File: src/logic/ecs_pkg.sv
// shared constants and types for the exposure control status bank
package ecs_pkg;

	// ==========================================================
	// widths and types
	localparam int unsigned ECS_AW = 9;
	localparam int unsigned ECS_DW = 16;
	localparam int unsigned ECS_MEAN_W = 10;

	typedef logic [ECS_AW-1:0] ecs_addr_t;
	typedef logic [ECS_DW-1:0] ecs_word_t;

	typedef enum logic [1:0]
	{
		ECS_SPI_IDLE = 2'b00,
		ECS_SPI_HDR  = 2'b01,
		ECS_SPI_DATA = 2'b10
	} ecs_spi_state_t;

	// ==========================================================
	// register addresses
	localparam ecs_addr_t ECS_A_SAMPLE_COUNT = 9'h0B8;
	localparam ecs_addr_t ECS_A_MEAN_LEVEL   = 9'h0BA;
	localparam ecs_addr_t ECS_A_CALC_INTEG   = 9'h0BB;
	localparam ecs_addr_t ECS_A_CALC_GAINS   = 9'h0BC;
	localparam ecs_addr_t ECS_A_STEP_MULT    = 9'h0D0;
	localparam ecs_addr_t ECS_A_CLEAR_LEN    = 9'h0D1;
	localparam ecs_addr_t ECS_A_APPL_INTEG   = 9'h0D2;
	localparam ecs_addr_t ECS_A_SLOPE2_TIME  = 9'h0D3;
	localparam ecs_addr_t ECS_A_SLOPE3_TIME  = 9'h0D4;
	localparam ecs_addr_t ECS_A_ANALOG_GAINS = 9'h0D5;
	localparam ecs_addr_t ECS_A_FINE_SLOPES  = 9'h0D6;

	// ==========================================================
	// field layouts
	localparam int unsigned ECS_CG_MUX_LSB = 0;
	localparam int unsigned ECS_CG_MUX_W   = 2;
	localparam int unsigned ECS_CG_AFE_LSB = 2;
	localparam int unsigned ECS_CG_AFE_W   = 2;
	localparam int unsigned ECS_CG_DG_LSB  = 4;
	localparam int unsigned ECS_CG_DG_W    = 12;
	localparam int unsigned ECS_SA_MUX_LSB = 0;
	localparam int unsigned ECS_SA_MUX_W   = 5;
	localparam int unsigned ECS_SA_AFE_LSB = 5;
	localparam int unsigned ECS_SA_AFE_W   = 8;
	localparam int unsigned ECS_SD_DG_LSB  = 0;
	localparam int unsigned ECS_SD_DS_BIT  = 12;
	localparam int unsigned ECS_SD_TS_BIT  = 13;

	// ==========================================================
	// reset value and serial frame
	localparam ecs_word_t   ECS_STAT_RST   = 16'h0000;
	localparam logic [4:0]  ECS_SPI_HDR_LAST = 5'h09;
	localparam int unsigned ECS_SYNC_W     = 3;

endpackage

File: src/logic/ecs_rd_if.sv
// read path between serial port and status bank
`timescale 1ns/1ns
interface ecs_rd_if;
	import ecs_pkg::*;

	ecs_addr_t addr;
	ecs_word_t rd_data;

	modport port
	(
		output addr,
		input  rd_data
	);

	modport bank
	(
		input  addr,
		output rd_data
	);
endinterface

File: src/logic/ecs_status_bank.sv
// exposure control status bank: controller and sequencer report sets
// ==========================================================
// What this block does
// - exposure controller evaluates and requests new parameters only every second frame
// - with latency compensation set, gain updates land with the matching integration
// - controller-side status refreshes when a request goes to the sequencer
// - sequencer-side status refreshes only when values take effect on readout
// - sample count status reports pixels used in the statistics, 16 bits
// - mean level status reports the frame's 10-bit mean illumination
// - calculated integration and gains reported at frame end in fixed fields
// - step multiplier and array clear length reported per frame, 16 bits each
// - applied, second and third slope integration reported, 16 bits each
// - applied first stage gain 5 bits, second stage 8 bits, one word
// - applied fine gain 12 bits plus second and third slope flags
`timescale 1ns/1ns
module ecs_status_bank
	import ecs_pkg::*;
(
	input  wire logic                      clk_i,
	input  wire logic                      rstn_i,
	input  wire logic                      frame_start_i,
	input  wire logic                      frame_end_i,
	input  wire logic                      gain_lat_comp_i,
	input  wire ecs_pkg::ecs_word_t        sample_count_i,
	input  wire logic [ecs_pkg::ECS_MEAN_W-1:0] mean_level_i,
	input  wire ecs_pkg::ecs_word_t        calc_integration_i,
	input  wire logic [1:0]                calc_mux_gain_i,
	input  wire logic [1:0]                calc_afe_gain_i,
	input  wire logic [11:0]               calc_digital_gain_i,
	input  wire ecs_pkg::ecs_word_t        step_multiplier_i,
	input  wire ecs_pkg::ecs_word_t        array_clear_len_i,
	input  wire ecs_pkg::ecs_word_t        second_slope_integration_i,
	input  wire ecs_pkg::ecs_word_t        third_slope_integration_i,
	input  wire logic                      second_slope_en_i,
	input  wire logic                      third_slope_en_i,
	input  wire logic                      spi_sck_i,
	input  wire logic                      spi_ss_n_i,
	input  wire logic                      spi_mosi_i,
	output logic                           spi_miso_o,
	output logic                           spi_miso_oe_o,
	output logic                           aec_req_o,
	output ecs_pkg::ecs_word_t             applied_integration_o,
	output logic [1:0]                     applied_mux_gain_o,
	output logic [1:0]                     applied_afe_gain_o,
	output logic [11:0]                    applied_fine_gain_o
);
	import ecs_pkg::*;

	logic                  eval_phase_q;
	logic                  req;
	ecs_word_t             sample_q;
	logic [ECS_MEAN_W-1:0] mean_q;
	ecs_word_t             calc_integ_q;
	ecs_word_t             calc_gains_q;
	ecs_word_t             gain_req;
	logic                  integ_lead_v;
	ecs_word_t             integ_lead;
	logic                  integ_lag_v;
	ecs_word_t             integ_lag;
	logic                  gain_lead_v;
	ecs_word_t             gain_lead;
	logic                  gain_lag_v;
	ecs_word_t             gain_lag;
	ecs_word_t             appl_integ_q;
	ecs_word_t             appl_gain_q;
	ecs_word_t             mult_q;
	ecs_word_t             clear_q;
	ecs_word_t             slope2_q;
	ecs_word_t             slope3_q;
	logic                  slope2_en_q;
	logic                  slope3_en_q;
	ecs_word_t             seq_gain_word;
	ecs_word_t             seq_fine_word;
	ecs_word_t             rd_word;

	ecs_rd_if rd ();

	// ==========================================================
	// serial port
	ecs_spi_port u_spi (
		.clk_i         (clk_i),
		.rstn_i        (rstn_i),
		.spi_sck_i     (spi_sck_i),
		.spi_ss_n_i    (spi_ss_n_i),
		.spi_mosi_i    (spi_mosi_i),
		.spi_miso_o    (spi_miso_o),
		.spi_miso_oe_o (spi_miso_oe_o),
		.rd            (rd.port)
	);

	// ==========================================================
	// evaluation cadence
	always_ff @(posedge clk_i or negedge rstn_i)
	begin
		if (!rstn_i)
			eval_phase_q <= 1'b0;
		else if (frame_end_i)
			eval_phase_q <= ~eval_phase_q;
	end

	assign req = frame_end_i & eval_phase_q;

	always_ff @(posedge clk_i or negedge rstn_i)
	begin
		if (!rstn_i)
			aec_req_o <= 1'b0;
		else
			aec_req_o <= req;
	end

	// ==========================================================
	// frame statistics
	always_ff @(posedge clk_i or negedge rstn_i)
	begin
		if (!rstn_i)
		begin
			sample_q <= ECS_STAT_RST;
			mean_q   <= '0;
		end
		else if (frame_end_i)
		begin
			sample_q <= sample_count_i;
			mean_q   <= mean_level_i;
		end
	end

	// ==========================================================
	// controller-side report
	assign gain_req = {calc_digital_gain_i, calc_afe_gain_i, calc_mux_gain_i};

	always_ff @(posedge clk_i or negedge rstn_i)
	begin
		if (!rstn_i)
		begin
			calc_integ_q <= ECS_STAT_RST;
			calc_gains_q <= ECS_STAT_RST;
		end
		else if (req)
		begin
			calc_integ_q <= calc_integration_i;
			calc_gains_q <= gain_req;
		end
	end

	// ==========================================================
	// request pipelines toward readout
	ecs_frame_pipe #(.W(ECS_DW)) u_integ_pipe (
		.clk_i    (clk_i),
		.rstn_i   (rstn_i),
		.push_i   (req),
		.data_i   (calc_integration_i),
		.adv_i    (frame_start_i),
		.lead_v_o (integ_lead_v),
		.lead_o   (integ_lead),
		.lag_v_o  (integ_lag_v),
		.lag_o    (integ_lag)
	);

	ecs_frame_pipe #(.W(ECS_DW)) u_gain_pipe (
		.clk_i    (clk_i),
		.rstn_i   (rstn_i),
		.push_i   (req),
		.data_i   (gain_req),
		.adv_i    (frame_start_i),
		.lead_v_o (gain_lead_v),
		.lead_o   (gain_lead),
		.lag_v_o  (gain_lag_v),
		.lag_o    (gain_lag)
	);

	// ==========================================================
	// applied values, changed only as a frame starts
	always_ff @(posedge clk_i or negedge rstn_i)
	begin
		if (!rstn_i)
			appl_integ_q <= ECS_STAT_RST;
		else if (frame_start_i && integ_lag_v)
			appl_integ_q <= integ_lag;
	end

	always_ff @(posedge clk_i or negedge rstn_i)
	begin
		if (!rstn_i)
			appl_gain_q <= ECS_STAT_RST;
		else if (frame_start_i && gain_lat_comp_i && gain_lag_v)
			appl_gain_q <= gain_lag;
		else if (frame_start_i && !gain_lat_comp_i && gain_lead_v)
			appl_gain_q <= gain_lead;
	end

	// ==========================================================
	// sequencer-side report of settings outside the controller
	always_ff @(posedge clk_i or negedge rstn_i)
	begin
		if (!rstn_i)
		begin
			mult_q      <= ECS_STAT_RST;
			clear_q     <= ECS_STAT_RST;
			slope2_q    <= ECS_STAT_RST;
			slope3_q    <= ECS_STAT_RST;
			slope2_en_q <= 1'b0;
			slope3_en_q <= 1'b0;
		end
		else if (frame_start_i)
		begin
			mult_q      <= step_multiplier_i;
			clear_q     <= array_clear_len_i;
			slope2_q    <= second_slope_integration_i;
			slope3_q    <= third_slope_integration_i;
			slope2_en_q <= second_slope_en_i;
			slope3_en_q <= third_slope_en_i;
		end
	end

	assign applied_integration_o = appl_integ_q;
	assign applied_mux_gain_o    = appl_gain_q[ECS_CG_MUX_LSB +: ECS_CG_MUX_W];
	assign applied_afe_gain_o    = appl_gain_q[ECS_CG_AFE_LSB +: ECS_CG_AFE_W];
	assign applied_fine_gain_o   = appl_gain_q[ECS_CG_DG_LSB +: ECS_CG_DG_W];

	// ==========================================================
	// packed sequencer words
	always_comb
	begin
		seq_gain_word = ECS_STAT_RST;
		seq_gain_word[ECS_SA_MUX_LSB +: ECS_SA_MUX_W] = ECS_SA_MUX_W'(applied_mux_gain_o);
		seq_gain_word[ECS_SA_AFE_LSB +: ECS_SA_AFE_W] = ECS_SA_AFE_W'(applied_afe_gain_o);
	end

	always_comb
	begin
		seq_fine_word = ECS_STAT_RST;
		seq_fine_word[ECS_SD_DG_LSB +: ECS_CG_DG_W] = applied_fine_gain_o;
		seq_fine_word[ECS_SD_DS_BIT] = slope2_en_q;
		seq_fine_word[ECS_SD_TS_BIT] = slope3_en_q;
	end

	// ==========================================================
	// read decode; no write path exists
	always_comb
	begin
		rd_word = ECS_STAT_RST;
		case (rd.addr)
			ECS_A_SAMPLE_COUNT: rd_word = sample_q;
			ECS_A_MEAN_LEVEL:   rd_word = ECS_DW'(mean_q);
			ECS_A_CALC_INTEG:   rd_word = calc_integ_q;
			ECS_A_CALC_GAINS:   rd_word = calc_gains_q;
			ECS_A_STEP_MULT:    rd_word = mult_q;
			ECS_A_CLEAR_LEN:    rd_word = clear_q;
			ECS_A_APPL_INTEG:   rd_word = appl_integ_q;
			ECS_A_SLOPE2_TIME:  rd_word = slope2_q;
			ECS_A_SLOPE3_TIME:  rd_word = slope3_q;
			ECS_A_ANALOG_GAINS: rd_word = seq_gain_word;
			ECS_A_FINE_SLOPES:  rd_word = seq_fine_word;
			default:            rd_word = ECS_STAT_RST;
		endcase
	end

	assign rd.rd_data = rd_word;
endmodule

File: src/logic/ecs_frame_pipe.sv
// two-frame delay line for requested exposure parameters
`timescale 1ns/1ns
module ecs_frame_pipe #(
	parameter int unsigned W = 16
) (
	input  wire logic         clk_i,
	input  wire logic         rstn_i,
	input  wire logic         push_i,
	input  wire logic [W-1:0] data_i,
	input  wire logic         adv_i,
	output logic              lead_v_o,
	output logic [W-1:0]      lead_o,
	output logic              lag_v_o,
	output logic [W-1:0]      lag_o
);

	// ==========================================================
	// lead stage: loaded by a request, emptied at frame start
	always_ff @(posedge clk_i or negedge rstn_i)
	begin
		if (!rstn_i)
		begin
			lead_v_o <= 1'b0;
			lead_o   <= '0;
		end
		else if (push_i)
		begin
			lead_v_o <= 1'b1;
			lead_o   <= data_i;
		end
		else if (adv_i)
		begin
			lead_v_o <= 1'b0;
		end
	end

	// ==========================================================
	// lag stage: one frame behind the lead stage
	always_ff @(posedge clk_i or negedge rstn_i)
	begin
		if (!rstn_i)
		begin
			lag_v_o <= 1'b0;
			lag_o   <= '0;
		end
		else if (adv_i)
		begin
			lag_v_o <= lead_v_o;
			lag_o   <= lead_o;
		end
	end

endmodule

File: src/logic/ecs_spi_port.sv
// serial control port, read-only toward the status bank
`timescale 1ns/1ns
module ecs_spi_port (
	input  wire logic clk_i,
	input  wire logic rstn_i,
	input  wire logic spi_sck_i,
	input  wire logic spi_ss_n_i,
	input  wire logic spi_mosi_i,
	output logic      spi_miso_o,
	output logic      spi_miso_oe_o,
	ecs_rd_if.port    rd
);
	import ecs_pkg::*;

	logic [ECS_SYNC_W-1:0] sync1_q;
	logic [ECS_SYNC_W-1:0] sync2_q;
	logic                  sck3_q;
	logic                  sck_rise;
	logic                  sck_fall;
	ecs_spi_state_t        state_q;
	logic [4:0]            cnt_q;
	logic [ECS_AW:0]       hdr_q;
	logic                  load_q;
	logic                  is_read_q;
	ecs_word_t             tx_q;

	// ==========================================================
	// pin synchronisers {sck, ss_n, mosi}
	always_ff @(posedge clk_i or negedge rstn_i)
	begin
		if (!rstn_i)
		begin
			sync1_q <= 3'h2;
			sync2_q <= 3'h2;
			sck3_q  <= 1'b0;
		end
		else
		begin
			sync1_q <= {spi_sck_i, spi_ss_n_i, spi_mosi_i};
			sync2_q <= sync1_q;
			sck3_q  <= sync2_q[2];
		end
	end

	assign sck_rise = sync2_q[2] & ~sck3_q;
	assign sck_fall = ~sync2_q[2] & sck3_q;

	// ==========================================================
	// header capture: address then direction bit
	always_ff @(posedge clk_i or negedge rstn_i)
	begin
		if (!rstn_i)
		begin
			state_q   <= ECS_SPI_IDLE;
			cnt_q     <= 5'h00;
			hdr_q     <= '0;
			load_q    <= 1'b0;
			is_read_q <= 1'b0;
			rd.addr   <= '0;
		end
		else
		begin
			load_q <= 1'b0;
			case (state_q)
				ECS_SPI_IDLE:
				begin
					cnt_q <= 5'h00;
					if (!sync2_q[1])
						state_q <= ECS_SPI_HDR;
				end
				ECS_SPI_HDR:
				begin
					if (sync2_q[1])
						state_q <= ECS_SPI_IDLE;
					else if (sck_rise)
					begin
						hdr_q <= {hdr_q[ECS_AW-1:0], sync2_q[0]};
						cnt_q <= cnt_q + 5'h01;
						if (cnt_q == ECS_SPI_HDR_LAST)
						begin
							rd.addr   <= hdr_q[ECS_AW-1:0];
							is_read_q <= ~sync2_q[0];
							load_q    <= 1'b1;
							state_q   <= ECS_SPI_DATA;
						end
					end
				end
				ECS_SPI_DATA:
				begin
					if (sync2_q[1])
						state_q <= ECS_SPI_IDLE;
				end
				default:
					state_q <= ECS_SPI_IDLE;
			endcase
		end
	end

	// ==========================================================
	// read data shifter; write data on mosi is not captured
	always_ff @(posedge clk_i or negedge rstn_i)
	begin
		if (!rstn_i)
		begin
			tx_q       <= ECS_STAT_RST;
			spi_miso_o <= 1'b0;
		end
		else if (load_q)
		begin
			tx_q <= is_read_q ? rd.rd_data : ECS_STAT_RST;
		end
		else if (state_q == ECS_SPI_DATA && sck_fall)
		begin
			spi_miso_o <= tx_q[ECS_DW-1];
			tx_q       <= {tx_q[ECS_DW-2:0], 1'b0};
		end
	end

	assign spi_miso_oe_o = (state_q == ECS_SPI_DATA) && is_read_q;

endmodule

File: config.mk
export PLATFORM = sky130hd
export DESIGN_NAME = ecs_status_bank
export DESIGN_NICKNAME = d
export VERILOG_FILES = /design/src/logic/ecs_pkg.sv /design/src/logic/ecs_rd_if.sv /design/src/logic/ecs_status_bank.sv /design/src/logic/ecs_frame_pipe.sv /design/src/logic/ecs_spi_port.sv
export SDC_FILE = /design/constraint.sdc
export NUM_CORES = 1
export LEC_CHECK = 0
export BUFFER_PORTS_ARGS = -buffer_cell sky130_fd_sc_hd__buf_4
export CORE_MARGIN = 2
export CORE_UTILIZATION = 40
export DETAILED_ROUTE_END_ITERATION = 16
export PLACE_DENSITY = 0.67
export SLEW_MARGIN = 15
export SYNTH_ARGS = -nofsm -noshare
export SYNTH_HDL_FRONTEND = slang
export SYNTH_SLANG_ARGS = --single-unit
File: constraint.sdc
create_clock -name clk_i -period 2.2 [get_ports clk_i]
set_input_delay 0.11 -clock clk_i [delete_from_list [all_inputs] [get_ports clk_i]]
set_output_delay 0.11 -clock clk_i [all_outputs]
set_load 0.01 [all_outputs]
* After elaboration in Yosys (flattened, before gate mapping)
Cells that the tools add are included.
** Word-level totals
- Register bits :: 243
- Bits of input ports :: 132
- Output and inout bits :: 35
- Logic and storage cells :: 98
** Cells by class
- $add $sub $neg :: 1
- Equality and inequality tests :: 20
- Muxes and demuxes :: 21
- Bitwise operators :: 9
- Reductions and logical operators :: 18
** Operators by type and width (count)
- 16-bit case mux with 11 select lines :: 1
- 9-bit by 8-bit == test with 1-bit output, second input constant :: 11
- 16-bit 2-to-1 mux :: 5
- 2-bit 2-to-1 mux :: 5
- 5-bit 2-to-1 mux :: 2
- 5-bit case mux with 2 select lines :: 1
- 4-bit AND reduction :: 2
- 2-bit nonzero test :: 4
- 1-bit logical AND :: 7
- 1-bit 2-to-1 mux :: 6
- 3-bit by 1-bit inequality test with 1-bit output, second input constant :: 2
- 1-bit inverter :: 6
- 2-bit case mux with 3 select lines :: 1
- 3-bit AND reduction :: 2
- 5-bit by 1-bit adder with 5-bit output, second input constant :: 1
- 5-bit by 4-bit == test with 1-bit output, second input constant :: 1
- 2-bit by 1-bit inequality test with 1-bit output, second input constant :: 2
- 2-bit inequality test, second input constant :: 2
- 1-bit AND :: 3
- 2-bit by 1-bit == test with 1-bit output, second input constant :: 1
- 2-bit == test, second input constant :: 1
- 2-bit zero test :: 1
- 2-bit AND reduction :: 1
- 1-bit zero test :: 1

* Logic depth before layout (Yosys ltp)
Gate-level depths: netlist (run 1).
- Depth after elaboration :: 5
- Depth in mapped cells :: 8
- Gate-level depth less buffers :: 6

* By module
Synthesis (run 1) repeated with hierarchy kept, for this count alone.
** Second synthesis, totals
- Cell total of the unflattened synthesis :: 860
- Area total of the unflattened synthesis :: 12195.4 µm²
** Modules (own cells, without submodules)
- ecs_status_bank :: instances 1, cells each 561, area an instance 7399.6 µm², seq. area each 3953.8 µm²
- ecs_frame_pipe :: instances 2, cells each 73, area an instance 1363.8 µm², seq. area each 850.8 µm²
- ecs_spi_port :: instances 1, cells each 153, area an instance 2068.2 µm², seq. area each 1278.7 µm²

* Worst setup path before layout (run 1)
No wires, ideal clock.
- Path type :: reg2reg
- Start point :: register u_spi.rd.addr[3]
- End point :: register u_spi.tx_q[1]
- Setup time :: 77 ps
- Arrival :: 1702 ps
- Data required time :: 2123 ps
- Slack :: 421 ps
- Stages on the path, launching flop included :: 7
- Path buffers :: 1
- Clock period less this slack :: 1779 ps
- Path through :: dfrtp_1 > or3b_1 > buf_6 > nor3_4 > a221oi_1 > a311o_1 > a21oi_1
** On the way
- Word-level cells in the longest chain between the ends :: 4
- Elaborated cells between the ends (all ways) :: 14
- Classes of those cells :: eq/ne: 11; mux: 3
** Ends and longest elaborated chain
- start: declaration :: line ecs_rd_if.sv:11 : output addr,
- start signal: assignment :: line ecs_spi_port.sv:81 : rd.addr <= hdr_q[ECS_AW-1:0];
- 9-bit by 8-bit == test with 1-bit output :: line ecs_status_bank.sv:242 : case (rd.addr)
- 16-bit case mux with 11 select lines * :: line ecs_status_bank.sv:242
- 16-bit 2-to-1 mux * :: line ecs_spi_port.sv:110 : tx_q <= is_read_q ? rd.rd_data : ECS_STAT_RST;
- 16-bit 2-to-1 mux * :: line ecs_spi_port.sv:108 : else if (load_q)
- end signal: assignment :: line ecs_spi_port.sv:110
- end signal: assignment :: line ecs_spi_port.sv:115 : tx_q <= {tx_q[ECS_DW-2:0], 1'b0};
- end: declaration :: line ecs_spi_port.sv:25 : ecs_word_t tx_q;
Mark *: on every way between the ends. The rest lies on a longest branch, timed or not.
A chain may end at the register's enable or synchronous reset.

* Worst setup path after layout (run 1)
- Start point :: register u_spi.rd.addr[3]
- End point :: register u_spi.tx_q[3]
Same word-level chain as after synthesis.

==> impl.org, run 1 <==
** Status
- The run finished with clean final reports.

** Worst setup path
- The number of buffers and inverters on the critical path is 1.
- The worst setup path is launched from a flip-flop.
- Endpoint of the most critical register-to-register path :: u_spi.tx_q[3]
- STA puts the critical path data arrival time at 2560 ps.
- Setup slack on the worst reg-to-reg path comes out at 90 ps.
- The critical path starts at u_spi.rd.addr[3].
- Worst reg2reg path startpoint :: u_spi.rd.addr[3]
- For the worst setup path, the data required time is 2650 ps.
- Counting cells, the worst reg-to-reg path comes to 6.
- The slowest stage of the critical path belongs to the cell sky130_fd_sc_hd__or4b_1.
- CP Max Fanout :: 5
- Following the worst setup path forward leads to its endpoint at u_spi.tx_q[3].
- In this design, the largest share of critical-path delay is due to simple AND/OR/NAND/NOR gates.
- The critical path crosses 6 cells after its start point.
- The setup path with the least slack is of type reg -> reg.
- Walking the worst path, the cells encountered are buf_4, or4b_1, nor4_2, a41o_1, a2111oi_0, a211oi_1.
- Maximum single-stage delay on the critical path :: 590 ps
- Type of destination of the critical path :: flip-flop

** Pwr
- VDD sags by at most 0.6430 mV.
- In this run the power density over the cells is 944.3 nW/um^2.
- Total leakage power :: 0.006651 uW

** Final layout
- FILL cells :: 2169
- Leading cell type in the layout, fill and taps excluded :: sky130_fd_sc_hd__dfrtp_1
- Final cell utilization of the core :: 56.45%
- In the final layout, the share of cells above drive strength 1 is 41.83%.
- In the layout the commonest cells are 240 x sky130_fd_sc_hd__dfrtp_1, 229 x sky130_fd_sc_hd__buf_4, 204 x sky130_fd_sc_hd__mux2_2, 131 x sky130_fd_sc_hd__dlygate4sd3_1, 54 x sky130_fd_sc_hd__nand2_1.
- The number of antenna diodes in the final layout is 0.
- After the last flow step, the layout net total stands at 1339.
- Syn-to-layout area delta :: 38.35%

** Logic synthesis
- Cells after Synth :: 861
- Counting flops with a built-in enable in the synthesized netlist gives 0.
- Area contributors post-synth :: sky130_fd_sc_hd__dfrtp_1 55%, sky130_fd_sc_hd__mux2_2 21%, sky130_fd_sc_hd__nand2_1 1.8%
- Net count after synthesis :: 995
- Syn Std Cell Area :: 11030 um^2
- The netlist uses 75 different library cells.
- The synthesized design devotes to its leading area cell type 54.69% of total area.
- Synth Area per Inst :: 12.81 um^2
- Count of yosys warnings during synthesis :: 0
- Counting flops and latches in the post-synthesis netlist gives 243.
- Share of the yosys chip area belonging to registers :: 55.17%
- Main synth FF type :: sky130_fd_sc_hd__dfrtp_1
- Of all flip-flops after synthesis, the portion carrying an async set or reset was 100.0%.
- The synthesized design spends more area on one cell type than any other, namely sky130_fd_sc_hd__dfrtp_1.

** Drt
- Detailed Route WL :: 34.31 mm
- Vias per Instance :: 5.441
- The first routing iteration left 616 violations.
- Wire length per cell :: 21.92 um
- The first TritonRoute pass finished after 5 iterations.
- Antenna-violating nets left :: 0
- Summing over every cut layer, the via total after detailed routing is 8515.
- After detailed routing, the number of remaining DRC violations is 0.

** GRT
- Pin count of the biggest net entering global routing :: 84
- The initial antenna violation count came to 1.
- For this run, the total global-route usage over all layers was measured as 24.23%.
- For this run the aggregate overflow at the end of global routing stands at 0.
- The via count of the first global-routing pass was 9034.
- First-pass GRT wire length :: 52.90 mm

** Clocking
- CTS saw 243 sinks.
- TritonCTS built the clock tree.
- Clock input transition at the sequential cells of the worst setup and hold paths :: 60 ps
- Later-pin clock latency in the skew report :: 550 ps
- The clock passes through at most 3 buffers.
- Number of H-tree levels :: 1
- In this run the clock root is driven by a sky130_fd_sc_hd__clkbuf_16.
- TritonCTS buffer count :: 27
- Post-CTS setup buffer count :: 0

** STA
- Final-layout setup total negative slack :: 0 ps
- Minimum period implied by the final worst setup slack :: 2109 ps
- Setup repair after global routing left no endpoint under its margin.
- The max-slew violation count came to 0.
- Ratio of final minimum period to clock period :: 95.87%
- At the pin with the least slew margin, the transition time is 706.9 ps.
- Max Clock Freq :: 0.4741 GHz
- Post-route clock skew :: 24.09 ps
- Setup violations remaining at the end of the flow were counted as 0.
- The count of endpoints failing hold in the final timing report is 0.
- Max-slew headroom at the worst pin :: 52.88%

** Placement
- Detailed placement ended at an HPWL of 24.47 mm.
- Input and output buffers added on the ports amount to 166.
- Final weighted congestion in routability-driven placement :: 0.9931

** Hold path
- Classification of the worst-slack hold path :: in -> reg

** Floorplan
- Starting utilization of the core area :: 40.80%
- Floorplan Core Area :: 27030 um^2
- Total Die Area :: 28910 um^2
- Measured along the y axis, the die boundary spans 170.0 um.
- From left edge to right edge, the die measures 170.0 um.
- The initialized floorplan defines 60 standard-cell rows.
- Total I/O pin count :: 167

** Job
- Across the run, the number of max-cap violations was 0.
-- cell type report --
| cell class | count | area, um^2 | area share (%) |
|---|---|---|---|
| Timing Repair Buffer | 367 | 3166 | 20.75 |
| Clock inverter | 16 | 226.5 | 1.484 |
| Tap cell | 341 | 426.7 | 2.797 |
| Clock buffer | 32 | 704.4 | 4.617 |
| Inverter | 11 | 41.29 | 0.2706 |
| Sequential cell | 243 | 6085 | 39.88 |
| Multi-Input combinational cell | 555 | 4607 | 30.20 |
-- worst register-to-register path, delay by kind of cell, from the launching register on --
family / cells / cell delay [ps]
and+or+nand+nor: 2 / 970
AOI/OAI and AO/OA: 3 / 490
DFF: 1 / 390
buffers and inverters: 1 / 160
-- synthesized netlist by cell type, drive strengths merged, types with 2 or more instances --
library cell / instances
dfrtp: 241
a31o: 2
o22ai: 7
a221oi: 4
nor3b: 3
nand4bb: 2
mux4: 4
o211a: 2
a2111oi: 2
o31ai: 2
nand3b: 11
o2bb2ai: 3
nor2: 49
mux2i: 20
and3: 9
dfstp: 2
and3b: 2
nor3: 11
clkbuf: 37
a32o: 3
nor4: 6
o21ai: 16
a31oi: 17
nor2b: 2
a22oi: 11
a21boi: 3
inv: 11
ha: 2
buf: 15
and4: 2
a21oi: 17
nand4: 4
o211ai: 5
xor2: 4
a211oi: 7
nand3: 26
nand2b: 5
nand2: 54
a22o: 3
a32oi: 7
or3: 2
or3b: 3
mux2: 204
o21bai: 3
-- worst min-delay path by stage --
stage | startpoint | to | slack (ps) | cells past startpoint
CTS | frame_end_i | sample_q[10] | 20 | 2
detailed placement | rstn_i | u_integ_pipe.lead_v_o | 180 | 1
finish | frame_end_i | sample_q[10] | 30 | 2
floorplan | rstn_i | aec_req_o | -190 | 0
global route | frame_end_i | sample_q[14] | 40 | 2
global placement | rstn_i | aec_req_o | 160 | 1
-- per-layer routing --
metal | vias to the layer above | routed length [um] | GRT usage, %
met3 | 82 | 2223 | 4.442
met5 | - | 0 | 0
met2 | 316 | 15840 | 39.61
li1 | 3845 | - | -
met4 | 0 | 1198 | 7.432
met1 | 4272 | 15050 | 32.95
-- power by group --
group          switching, uW  internal (uW)  leakage (uW)
combinational           1090           1730       0.00326
sequential              1200           5630       0.00294
clock                   1880           2880      0.000450
-- stage by stage --
stage | cells | setup WS [ps] | hold slack (ps) | total power [uW] | cell area [um^2]
floorplan | 861 | 420.6 | -185.6 | 7823 | 11030
global placement | 1386 | 64.44 | 158.2 | 9412 | 13000
detailed placement | 1386 | -5.586 | 175.0 | 9496 | 13000
CTS | 1565 | 95.58 | 16.93 | 14480 | 15250
global route | 1565 | 13.27 | 37.40 | 15050 | 15260
finish | 1565 | 90.89 | 27.53 | 14410 | 15260
-- sequential cells by signal, summed over array words and instances (netlist names), 9 cells and up --
| register | flops |
|---|---|
| applied_integration_o | 16 |
| appl_gain_q | 16 |
| u_gain_pipe.lead_o | 16 |
| slope3_q | 16 |
| u_gain_pipe.lag_o | 16 |
| clear_q | 16 |
| slope2_q | 16 |
| u_spi.rd.addr | 9 |
| u_integ_pipe.lead_o | 16 |
| u_spi.tx_q | 16 |
| sample_q | 16 |
| mean_q | 10 |
| u_spi.hdr_q | 9 |
| mult_q | 16 |
| u_integ_pipe.lag_o | 16 |
-- kinds of logic (layout without fill, tap and decap cells) --
| logic type | count (synthesis) | count (layout) | synth area share [%] |
|---|---|---|---|
| compound gates | 124 | 124 | 8.000 |
| xor+xnor | 4 | 4 | 0.3177 |
| fa+ha+maj | 2 | 2 | 0.2269 |
| buf+inv | 63 | 426 | 3.143 |
| flops | 243 | 243 | 55.17 |
| mux | 228 | 228 | 23.50 |
| simple gates | 197 | 197 | 9.645 |
-- what timing repair did --
item	CTS	global route
hold buffers	131	0
endpoints found under the setup margin	1	2
pin swaps	0	0
endpoints found under the hold margin	206	0
gates resized for setup	1	2
(Power assumes the default switching activity.)
==> run 2, diff against run 1 <==
- REMOVE_ABC_BUFFERS: unset -> 1
- TNS_END_PERCENT: unset -> 1
- clock period: 2.2 -> 2.5 ns (I/O delays scaled with it)
==> run 2 against run 1 <==
  * Combinational power shrank 13%
  * Maximum frequency is 5.9% lower
  * Highest routed layer unchanged
  * Critical path depth shrank 1
  * Total power down 15%
  * Setup slack improved by 170 ps
  * Non-clock buffer count is 37 lower
  * Largest power group unchanged
  * First-iteration DRC count fell by 25%
  * Register-to-register slack better by 170 ps
  * Core utilization shrank 1.5 points
  * Routed wire length shrank 5.7%
==> impl.org, run 2 (synthesized netlist as in run 1, its figures left out) <==
** Status
- Outcome :: finished, final reports clean (unchanged)

** Floorplan
- The initial standard-cell utilization of the core is 40.80% (unchanged).
- The die extent in x was 170.0 um (unchanged).
- The die area is 28910 um^2 (unchanged).
- The die height is 170.0 um (unchanged).
- The number of placed I/O pins was 167 (unchanged).
- The core box area is 27030 um^2 (unchanged).
- Number of rows in the core area :: 60 (unchanged)

** Worst setup path
- Type of destination of the critical path :: flip-flop (unchanged)
- Critical Path AT :: 2670 ps (was 2560 ps)
- CP Max Fanout :: 11 (was 5)
- The critical path class is reg -> reg (unchanged).
- Type of element launching the critical path :: flip-flop (unchanged)
- The critical path data required time was 2930 ps (was 2650 ps).

** Final layout
- The final net count came to 1302 (was 1339).
- Syn-to-layout area delta :: 34.72% (was 38.35%)
- Post-route cell area :: 14860 um^2 (was 15260 um^2)
- The count of filler cells inserted in the layout is 2230 (was 2169).
- The antenna diode count was 0 (unchanged).
- Final cell utilization of the core :: 54.97% (was 56.45%)
- Share of post-route cells with drive strength above 1 :: 39.56% (was 41.83%)
- Leading cell type in the layout, fill and taps excluded :: sky130_fd_sc_hd__dfrtp_1 (unchanged)
- Most used cells in the layout excluding fill and tap cells: 240 x sky130_fd_sc_hd__dfrtp_1, 204 x sky130_fd_sc_hd__mux2_2, 197 x sky130_fd_sc_hd__buf_4, 130 x sky130_fd_sc_hd__dlygate4sd3_1, 54 x sky130_fd_sc_hd__nand2_1 (was 240 x sky130_fd_sc_hd__dfrtp_1, 229 x sky130_fd_sc_hd__buf_4, 204 x sky130_fd_sc_hd__mux2_2, 131 x sky130_fd_sc_hd__dlygate4sd3_1, 54 x sky130_fd_sc_hd__nand2_1).

** Clocking
- The number of sinks driven by the clock tree came to 243 (unchanged).
- The number of buffers created by CTS is 27 (unchanged).
- The CTS tree is yes (unchanged).
- The quantity of hold-fixing buffers added after cts is 130 (was 131).
- The clock root buffer master is sky130_fd_sc_hd__clkbuf_16 (unchanged).
- CTS Buffer Depth :: 3 (unchanged)
- Number of H-tree levels :: 1 (unchanged)
- The CTS clock-pin slew for the worst setup and hold paths was 60 ps (about the same).
- Later-pin clock latency in the skew report :: 540 ps (was 550 ps)
- The post-cts repair resize count is 0 (was 1).
- The total setup buffers inserted after CTS came to 0 (unchanged).

** Drt
- The total number of vias was 8252 (was 8515).
- Number of optimization iterations in the first detailed-route pass :: 5 (unchanged)
- Detailed Route WL :: 32.36 mm (was 34.31 mm)
- The residual DRC count is 0 (unchanged).
- The number of DRC markers after the initial detailed-route iteration is 460 (was 616).
- The average vias per placed instance came to 5.397 (was 5.441).
- Antenna-violating nets left :: 0 (unchanged)
- Wire length per cell :: 21.16 um (was 21.92 um)

** STA
- The post-layout minimum cycle time came to 2241 ps (was 2109 ps).
- Max-slew headroom at the worst pin :: 43.05% (was 52.88%)
- Final setup violation count :: 0 (unchanged)
- Fin. Hold Viols :: 0 (unchanged)
- The share of the clock period used by the worst path after layout came to 89.63% (was 95.87%).
- Worst hold slack after final layout :: 123.7 ps (was 27.53 ps)
- The accumulated negative setup slack is 0 ps (unchanged).
- The post-route clock skew was 19.57 ps (was 24.09 ps).
- RSZ-0062 raised after global routing :: no (unchanged)
- The max-slew violation count was 0 (unchanged).
- The pin slew with the least headroom to its limit was 854.3 ps (was 706.9 ps).
- Max Clock Freq :: 0.4463 GHz (was 0.4741 GHz)

** Hold path
- Classification of the worst-slack hold path :: in -> async (was in -> reg)

** GRT
- The total routing resource utilization after global routing is 22.56% (was 24.23%).
- First-pass GRT wire length :: 50.13 mm (was 52.90 mm)
- Pin count of the biggest net entering global routing :: 81 (was 84)
- Global route overflow :: 0 (unchanged)
- Vias in the first global route :: 8598 (was 9034)
- Antenna violations before repair :: 0 (was 1)

** Pwr
- The leakage power figure came to 0.006433 uW (was 0.006651 uW).
- Combinational group share of total power :: 20.0% (was 19.5%)
- The internal portion of total power is 8757 uW (was 10240 uW).
- Power dissipated by switching net loads :: 3477 uW (was 4171 uW)
- The cell area power density is 823.5 nW/um^2 (was 944.3 nW/um^2).
- The maximum vdd ir drop is 0.4844 mV (was 0.6430 mV).
- Clock share of power :: 31.9% (was 33.1%)
- Net switching share of the total power :: 28.42% (was 28.95%)
- The sequential group share of total power came to 48.0% (was 47.4%).

** Placement
- Final weighted congestion in routability-driven placement :: 0.9498 (was 0.9931)
- The placed cell area came to 12680 um^2 (was 13000 um^2).
- Total of buffers placed on input and output ports :: 166 (unchanged)
- The placed wire-length estimate after detailed placement came to 22.21 mm (was 24.47 mm).

** Job
- Number of max-cap violations :: 0 (unchanged)
[run 2: final timing paths]
check | start | endpoint | slack [ps] | cells past startpoint
min | rstn_i | slope3_q[11] | 120 | 2
max in group asynchronous | rstn_i | u_spi.sync1_q[1] | 1590 | 3
min in group clk_i | frame_end_i | aec_req_o | 180 | 4
max reg2reg | u_spi.rd.addr[3] | u_spi.tx_q[11] | 260 | 5
min reg2reg | u_spi.sync1_q[0] | u_spi.sync2_q[0] | 350 | 0
max | u_spi.rd.addr[3] | u_spi.tx_q[11] | 260 | 5
[run 2: power groups by stage]
stage / combinational, uW / clock, uW / sequential [uW]
floorplan: 1200 / 0 / 5640
global route: 2670 / 4130 / 6000
CTS: 2470 / 3970 / 5880
global placement: 2230 / 0 / 5920
detailed placement: 2300 / 0 / 5940
finish: 2450 / 3910 / 5870
[run 2: layout make-up]
class / count / area [um^2] / share of cell area [%]
tap: 341 / 426.7 / 2.872
clock buffer: 43 / 805.8 / 5.424
inverter: 11 / 41.29 / 0.2779
clock inverter: 6 / 65.06 / 0.4380
multi-input combinational: 555 / 4597 / 30.94
sequential: 243 / 6085 / 40.96
timing repair buffer: 330 / 2835 / 19.09
[run 2: critical path, cell delays in order (launching register included)]
cell                       delay [ps]
sky130_fd_sc_hd__dfrtp_1          430
sky130_fd_sc_hd__or3b_1           610
sky130_fd_sc_hd__nor2_4           330
sky130_fd_sc_hd__o211ai_2         340
sky130_fd_sc_hd__a31o_2           330
sky130_fd_sc_hd__o21ai_0           90
[run 2: stage by stage]
step	power, uW	std cells	worst slack [ps]
after floorplan	6844	809	-34.27
after global placement	8154	1350	350.9
after detailed placement	8242	1350	296.6
after CTS	12310	1529	276.7
after global routing	12800	1529	161.9
final	12230	1529	259.4
[run 2: layer usage]
metal / routed length [um] / track usage (%) / up-vias / share of wire (%)
met5: 0 / 0 / - / 0
met4: 826 / 6.169 / 0 / 2.6
met3: 1521 / 3.163 / 61 / 4.7
met2: 15220 / 37.07 / 259 / 47
met1: 14790 / 31.46 / 4148 / 46
li1: - / - / 3784 / -
